### src/shared/adcsr_map.svh
// constants for the adc serial readout block
`ifndef ADCSR_MAP_SVH
`define ADCSR_MAP_SVH
`define ADCSR_CLK_NS 50
`define ADCSR_INT_HALF 5
`define ADCSR_SETUP_NS 30
`define ADCSR_SETUP_CYC ((`ADCSR_SETUP_NS + `ADCSR_CLK_NS - 1) / `ADCSR_CLK_NS)
`define ADCSR_EDGES_SHORT 19
`define ADCSR_EDGES_LONG 20
`define ADCSR_WORD_BITS 16
`define ADCSR_RES_BITS 14
`define ADCSR_CODE_POS_MAX 14'h1FFF
`define ADCSR_CODE_NEG_MAX 14'h2000
`define ADCSR_CODE_MINUS1 14'h3FFF
`define ADCSR_CODE_ZERO 14'h0000
`endif

### src/shared/adcsr_pkg.sv
// types for the adc serial readout block
package adcsr_pkg;
  typedef enum logic [1:0] {
    ADCSR_IDLE = 2'b00,
    ADCSR_CONV = 2'b01,
    ADCSR_DONE = 2'b11
  } adcsr_state_e;
  typedef struct packed {
    logic frame_oe;
    logic sclk_oe;
    logic data_oe;
  } adcsr_od_s;
endpackage : adcsr_pkg

### src/core/adcsr_sync.sv
// two-flop synchroniser with rising and falling edge detect
`timescale 1ns/1ps
module adcsr_sync (
  input wire logic core_clk,
  input wire logic rst_n,
  input wire logic d,
  output logic q,
  output logic rise,
  output logic fall
);
  logic meta_r;
  logic sync_r;
  logic prev_r;
  always_ff @(posedge core_clk or negedge rst_n) begin
    if (!rst_n) begin
      meta_r <= 1'b1;
      sync_r <= 1'b1;
      prev_r <= 1'b1;
    end else begin
      meta_r <= d;
      sync_r <= meta_r;
      prev_r <= sync_r;
    end
  end
  assign q = sync_r;
  assign rise = sync_r & ~prev_r;
  assign fall = ~sync_r & prev_r;
endmodule : adcsr_sync

### src/core/adcsr_readout.sv
// conversion control and serial readout of the 14-bit converter
//
// Behaviour
// - conversion takes 19 or 20 clock rises
// - start near a rise gives 20 rises
// - gated internal clock: always 19 rises
// - start rising edge: hold and convert
// - bits shift out during conversion
// - word: two zeros then 14 bits msb first
// - data changes on serial clock rise
// - frame low at start, first bit valid
// - frame, clock, data are open drain
// - serial clock derived from converter clock
// - clock mode: gated off or continuous
// - codes two's complement, lsb fs/16384
// - 1FFF top, 2000 bottom, 3FFF minus one
// - dac output updates on load fall
// - start accepted asynchronously to clock
// - use_internal_osc high selects internal oscillator
`timescale 1ns/1ps
`include "adcsr_map.svh"
module adcsr_readout
  import adcsr_pkg::*;
#(
  parameter int INT_HALF = `ADCSR_INT_HALF
) (
  input wire logic core_clk,
  input wire logic rst_n,
  input wire logic conversion_start_n,
  input wire logic ext_clk,
  input wire logic use_internal_osc,
  input wire logic clock_continuous,
  input wire logic dac_load_n,
  input wire logic [13:0] sample_code,
  input wire logic [13:0] dac_code,
  output logic receive_frame_n_o,
  output logic receive_frame_n_oe,
  output logic receive_clk_o,
  output logic receive_clk_oe,
  output logic receive_data_out_o,
  output logic receive_data_out_oe,
  output logic [13:0] dac_value,
  output logic converting,
  output logic track_hold
);
  // ------------------------------------------------------------
  // input synchronisers
  // ------------------------------------------------------------
  logic start_rise;
  logic ext_rise;
  logic ext_fall;
  logic load_fall;
  logic sel_int;
  logic cont;
  logic int_osc_r;
  logic [7:0] osc_cnt_r;
  logic int_rise;
  logic int_fall;
  logic mclk;
  logic mclk_rise;
  logic mclk_fall;
  // start accepted with no relation to the converter clock
  adcsr_sync u_start (.core_clk(core_clk), .rst_n(rst_n),
    .d(conversion_start_n), .q(), .rise(start_rise), .fall());
  // pin inverted so the high reset level of the synchroniser matches the
  // low idle clock and no false edge follows reset
  adcsr_sync u_ext (.core_clk(core_clk), .rst_n(rst_n),
    .d(~ext_clk), .q(), .rise(ext_fall), .fall(ext_rise));
  adcsr_sync u_load (.core_clk(core_clk), .rst_n(rst_n),
    .d(dac_load_n), .q(), .rise(), .fall(load_fall));
  adcsr_sync u_sel (.core_clk(core_clk), .rst_n(rst_n),
    .d(use_internal_osc), .q(sel_int), .rise(), .fall());
  adcsr_sync u_cont (.core_clk(core_clk), .rst_n(rst_n),
    .d(clock_continuous), .q(cont), .rise(), .fall());
  // ------------------------------------------------------------
  // converter master clock
  // ------------------------------------------------------------
  logic osc_run;
  adcsr_state_e state_r;
  // gated internal oscillator stops outside a conversion
  assign osc_run = cont | (state_r == ADCSR_CONV);
  always_ff @(posedge core_clk or negedge rst_n) begin
    if (!rst_n) begin
      osc_cnt_r <= 8'h00;
      int_osc_r <= 1'b0;
    end else if (!osc_run && !int_osc_r) begin
      osc_cnt_r <= 8'h00;
    end else if (osc_cnt_r == 8'(INT_HALF - 1)) begin
      osc_cnt_r <= 8'h00;
      int_osc_r <= ~int_osc_r;
    end else begin
      osc_cnt_r <= osc_cnt_r + 8'h01;
    end
  end
  assign int_rise = osc_run && !int_osc_r && osc_cnt_r == 8'(INT_HALF - 1);
  assign int_fall = int_osc_r && osc_cnt_r == 8'(INT_HALF - 1);
  assign mclk = sel_int ? int_osc_r : 1'b0;
  assign mclk_rise = sel_int ? int_rise : ext_rise;
  assign mclk_fall = sel_int ? int_fall : ext_fall;
  // ------------------------------------------------------------
  // conversion sequencer
  // ------------------------------------------------------------
  logic [4:0] edges_r;
  logic [4:0] target_r;
  logic [4:0] bits_r;
  logic [15:0] shift_r;
  logic [3:0] since_start_r;
  logic near_edge;
  // a start seen just before a rise costs one more edge
  assign near_edge = !(sel_int && !cont) && (since_start_r <
    4'(`ADCSR_SETUP_CYC)) && mclk_rise;
  always_ff @(posedge core_clk or negedge rst_n) begin
    if (!rst_n) begin
      state_r <= ADCSR_IDLE;
      edges_r <= 5'h00;
      target_r <= 5'(`ADCSR_EDGES_SHORT);
      since_start_r <= 4'hF;
    end else begin
      if (since_start_r != 4'hF) begin
        since_start_r <= since_start_r + 4'h1;
      end
      case (state_r)
        ADCSR_IDLE: begin
          if (start_rise) begin
            state_r <= ADCSR_CONV;
            edges_r <= 5'h00;
            since_start_r <= 4'h0;
            target_r <= 5'(`ADCSR_EDGES_SHORT);
          end
        end
        ADCSR_CONV: begin
          if (near_edge && edges_r == 5'h00) begin
            target_r <= 5'(`ADCSR_EDGES_LONG);
          end
          if (mclk_rise) begin
            edges_r <= edges_r + 5'h01;
            if (edges_r + 5'h01 == target_r) begin
              state_r <= ADCSR_DONE;
            end
          end
        end
        ADCSR_DONE: begin
          state_r <= ADCSR_IDLE;
        end
        default: begin
          state_r <= ADCSR_IDLE;
        end
      endcase
    end
  end
  assign converting = (state_r == ADCSR_CONV);
  assign track_hold = converting;
  // ------------------------------------------------------------
  // serial word: shifted on rises while converting
  // ------------------------------------------------------------
  logic frame_r;
  logic data_r;
  logic sclk_en_r;
  logic frame_q_r;
  logic line_low_r;
  logic fall_seen_r;
  logic shift_ok;
  // a rise with no receiver fall behind it must not move the data,
  // or the first leading zero would never be sampled
  assign shift_ok = frame_r && mclk_rise && fall_seen_r;
  always_ff @(posedge core_clk or negedge rst_n) begin
    if (!rst_n) begin
      shift_r <= 16'h0000;
      bits_r <= 5'h00;
      frame_r <= 1'b0;
      data_r <= 1'b1;
    end else if (state_r == ADCSR_IDLE && start_rise) begin
      // two leading zeros, then the twos complement code
      shift_r <= {2'b00, sample_code};
      bits_r <= 5'h00;
      frame_r <= 1'b1;
      data_r <= 1'b0;
    end else if (shift_ok) begin
      if (bits_r == 5'(`ADCSR_WORD_BITS - 1)) begin
        frame_r <= 1'b0;
        data_r <= 1'b1;
      end else begin
        data_r <= shift_r[14];
        shift_r <= {shift_r[14:0], 1'b0};
      end
      bits_r <= bits_r + 5'h01;
    end
  end
  // a line fall counts only if the frame was already low before it
  always_ff @(posedge core_clk or negedge rst_n) begin
    if (!rst_n) begin
      frame_q_r <= 1'b0;
      line_low_r <= 1'b0;
      fall_seen_r <= 1'b0;
    end else begin
      frame_q_r <= frame_r;
      line_low_r <= receive_clk_oe;
      if (state_r == ADCSR_IDLE && start_rise) begin
        fall_seen_r <= 1'b0;
      end else if (frame_q_r && receive_clk_oe && !line_low_r) begin
        fall_seen_r <= 1'b1;
      end
    end
  end
  // serial clock follows the converter clock, gated in noncontinuous mode
  always_ff @(posedge core_clk or negedge rst_n) begin
    if (!rst_n) begin
      sclk_en_r <= 1'b0;
    end else if (cont || frame_r || converting) begin
      sclk_en_r <= 1'b1;
    end else if (mclk_fall || !sel_int) begin
      sclk_en_r <= 1'b0;
    end
  end
  logic sclk_lvl;
  logic ext_lvl_r;
  always_ff @(posedge core_clk or negedge rst_n) begin
    if (!rst_n) begin
      ext_lvl_r <= 1'b0;
    end else if (mclk_rise) begin
      ext_lvl_r <= 1'b1;
    end else if (mclk_fall) begin
      ext_lvl_r <= 1'b0;
    end
  end
  assign sclk_lvl = sel_int ? mclk : ext_lvl_r;
  // open drain: only pull low, never drive high
  assign receive_frame_n_o = 1'b0;
  assign receive_frame_n_oe = frame_r;
  assign receive_clk_o = 1'b0;
  assign receive_clk_oe = sclk_en_r & ~sclk_lvl;
  assign receive_data_out_o = 1'b0;
  assign receive_data_out_oe = frame_r & ~data_r;
  // ------------------------------------------------------------
  // dac latch
  // ------------------------------------------------------------
  always_ff @(posedge core_clk or negedge rst_n) begin
    if (!rst_n) begin
      dac_value <= `ADCSR_CODE_ZERO;
    end else if (load_fall) begin
      dac_value <= dac_code;
    end
  end
endmodule : adcsr_readout

### config.mk
export PLATFORM = sky130hd
export DESIGN_NAME = adcsr_readout
export DESIGN_NICKNAME = d
export VERILOG_FILES = /design/src/shared/adcsr_pkg.sv /design/src/core/adcsr_sync.sv /design/src/core/adcsr_readout.sv
export VERILOG_INCLUDE_DIRS = /design/src /design/src/shared
export SDC_FILE = /design/constraint.sdc
export NUM_CORES = 1
export LEC_CHECK = 0
export ABC_AREA = 1
export BUFFER_PORTS_ARGS = -buffer_cell sky130_fd_sc_hd__buf_2
export CAP_MARGIN = 40
export CORE_AREA = 2 2 91 85
export CTS_CLUSTER_DIAMETER = 120
export DETAILED_ROUTE_END_ITERATION = 6
export DIE_AREA = 0 0 93 87
export PLACE_DENSITY = 0.79
export SLEW_MARGIN = 0
export SYNTH_ARGS = -nofsm -noshare
export SYNTH_HDL_FRONTEND = slang
export SYNTH_SLANG_ARGS = --single-unit
export TNS_END_PERCENT = 20
### constraint.sdc
create_clock -name core_clk -period 3.35 [get_ports core_clk]
set_input_delay 0.67 -clock core_clk [delete_from_list [all_inputs] [get_ports core_clk]]
set_output_delay 0.67 -clock core_clk [all_outputs]
set_load 0.05 [all_outputs]
==> results.md <==
- Status: completed
- Leading area contributor after synthesis: dfrtp_1
- Final Non-Filler Cells: 531
- Grt ovf: 0
- Reg2reg start: u_start.q
- Routed Wire Length: between 6000 and 7000 microns
- Register area share after synthesis: 0.553
- Power density over the cells: 785 nW/um^2
- CP Data Arrival Time: 1630 ps
- Placed insts: just over 500
- Core ar.: 7210 sq um
- Layout cell share with drive strength beyond 1: 0.262
- Final worst-path setup slack: 1050 ps
- CTS sink count: 76
- Critical Path Sink: receive_clk_oe
- Routed wire per std cell: between 10 and 15 microns
- Worst setup startpoint: u_sel.q
- YS warnings: 0
- RSZ-0062 raised after global routing: no
- Drt drc: 0
- Vias in the first global route: 2559
- Detail Route Antenna Nets: 0
- Num rows: 30
- Total power: approximately 3.2 mW
- Slowest stage delay, CP: 630 ps
- Worst path required time: between 2000 and 3000 ps
- Count of final setup violators: 0
- Io pins: 57
- Post-DP HPWL: 4400 microns
- First-pass GRT wire length: 11100 microns
- Vias per Instance: 4.93
- Worst slew pin tran: 627 ps
- H-tree Lvls: 3
- Fin util: 0.566
- Mapped cell area: 3480 sq um
- Post-CTS setup buffers: 0
- Slew HR: 0.582
- Reg-to-Reg End: shift_r[2]
- Critical path's top delay family: flip-flops
- Gr usage total: 0.175
- Synth top area share: 0.410
- Hold Path Class: in2async
- Final worst path period share: 0.686
- Slowest cell on the critical path: dfstp_2
- Clk Latency, worst-skew pair: 350 ps
- Number of hold buffers added after CTS: 0
- # diodes: 0
- Setup TNS: 0 ps
- Achievable Freq: 435 MHz
- Die Wd: around 93 microns
- R2r setup slk: 1250 ps
- Clock buffer depth: 2
- Drt pass-1 iters: 4
- Root buffer cell: clkbuf_8
- Gpl congestion: around 0.74
- Die Ht: 87 microns
- Largest net degree at the start of global routing: 45
- # nets final: 473
- Maxcap violations: 0
- Die area: 8090 sq um
- Distinct cells, synth: 35
- Buffers on Ports: 53
- Maximum VDD drop: 0.290 mV
- Top cells by area, synth: dfrtp_1, dfstp_2, nand2_1
- Critical path fanouts, max: 6
- Post-cts resize count: 0
- DR iter-0 viols: 126
- Initial antenna violation count: 0
- Initial Util: 0.483
- Syn avg cell area: 9.28 sq um
- P_leak: 2.10 nW
- Area Growth Syn to Fin: 17.1%
- Worst-path clk slew: 70 ps
- Slew Limit Fails: 0
- Syn Inst Count: 375
- Pre-CTS setup slack: approximately 1300 ps
- CP startpoint kind: register
- Critical path, cell by cell: inv_1 > a21oi_1 > buf_2
- Worst Setup End Kind: output port
- Worst Skew: 9.69 ps
- CTS tree: built
- Worst Path Buf+Inv: 2
- Total CTS buffers: 9
- Crit path kind: reg2out
- Via Count: between 2k and 3k
- Crit path time final: 2300 ps
- Synthesized flop and latch total: 76
- Critical path depth: 3
- Final hold viol count: 0
- FF-to-FF path depth: 8
[cells by family (layout without fill, tap and decap cells)]
group / after synthesis / count (layout) / synth area share
and+or+nand+nor: 195 / 195 / 0.247
DFF: 76 / 76 / 0.553
buffers and inverters: 50 / 108 / 0.0640
AOI/OAI and AO/OA: 24 / 24 / 0.0428
muxes: 14 / 14 / 0.0453
adders and majority gates: 8 / 8 / 0.0288
xor gates and xnor gates: 7 / 7 / 0.0176
other: 1 / 3 / 0.00108
[cell usage in the layout (no fill, tap or decap), drive strengths merged, types with 2 or more instances in the layout]
cell	synthesis	layout
dfrtp	57	57
xor2	5	5
a21oi	7	7
mux2	14	14
nand2	112	112
bufinv	0	4
inv	36	36
conb	1	3
clkbuf	1	11
clkinv	1	2
dfstp	19	19
buf	12	55
o21ai	13	13
xnor2	2	2
nor3	3	3
nand3	44	44
ha	8	8
nand4	2	2
nor2	32	32
[synth_stat cells (all sizes together)]
master  count
dfrtp      57
nand2     112
inv        36
clkinv      1
nor3        3
clkbuf      1
mux2       14
xnor2       2
dfstp      19
buf        12
o22ai       1
nand3b      1
a21boi      1
nand3      44
a211oi      1
nor2       32
ha          8
a31o        1
nand4       2
conb        1
a21oi       7
o21ai      13
nor3b       1
xor2        5
[how the worst min path moves through the flow]
stage	endpoint	from	cells after the start
after floorplan	u_cont.q	u_cont.meta_r	0
after global placement	u_load.q	u_load.meta_r	0
after detailed placement	u_cont.q	u_cont.meta_r	0
after CTS	sclk_en_r	rst_n	1
after global routing	osc_cnt_r[4]	rst_n	1
final	sclk_en_r	rst_n	1
[metrics by stage]
stage / instance area (sq um) / hold WS, ps
final: 4080 / 262
after global routing: 4080 / 280
after CTS: 4080 / 264
after detailed placement: 3820 / 347
after global placement: 3800 / 346
after floorplan: 3490 / 345
[per-layer routing]
layer,global-route usage,wire length [microns]
met5,0,0
met4,0.0735,150
met3,0.0433,339
met2,0.292,3030
met1,0.218,2770
[state kept, by name, summed over array words and instances, names as in the netlist, 2 cells and up]
name / count
osc_cnt_r: 8
shift_r: 15
target_r: 2
bits_r: 5
dac_value: 14
since_start_r: 4
state_r: 2
edges_r: 5
[where the power goes]
part	internal [mW]	switching (mW)	leakage (nW)	total, mW
sequential	1.19	0.188	0.905	1.38
combinational	0.334	0.592	1.06	0.926
clock	0.570	0.325	0.128	0.895
total	2.09	1.11	2.10	3.20
[worst reg2reg max path, delay by kind of cell, from the launching register on]
| family | cells | cell delay [ps] |
|---|---|---|
| simple gates | 6 | 860 |
| buf+inv | 2 | 640 |
| flops | 1 | 540 |
[area by class of cell]
class	instances	area [sq um]
clock inverters	5	125
well taps	96	120
flip-flops and latches	76	1930
fillers	656	3130
inverters	37	139
multi-input cells	251	1340
repair buffers	55	295
clock buffers	11	131
No activity file was read; power rests on OpenSTA's default activity.
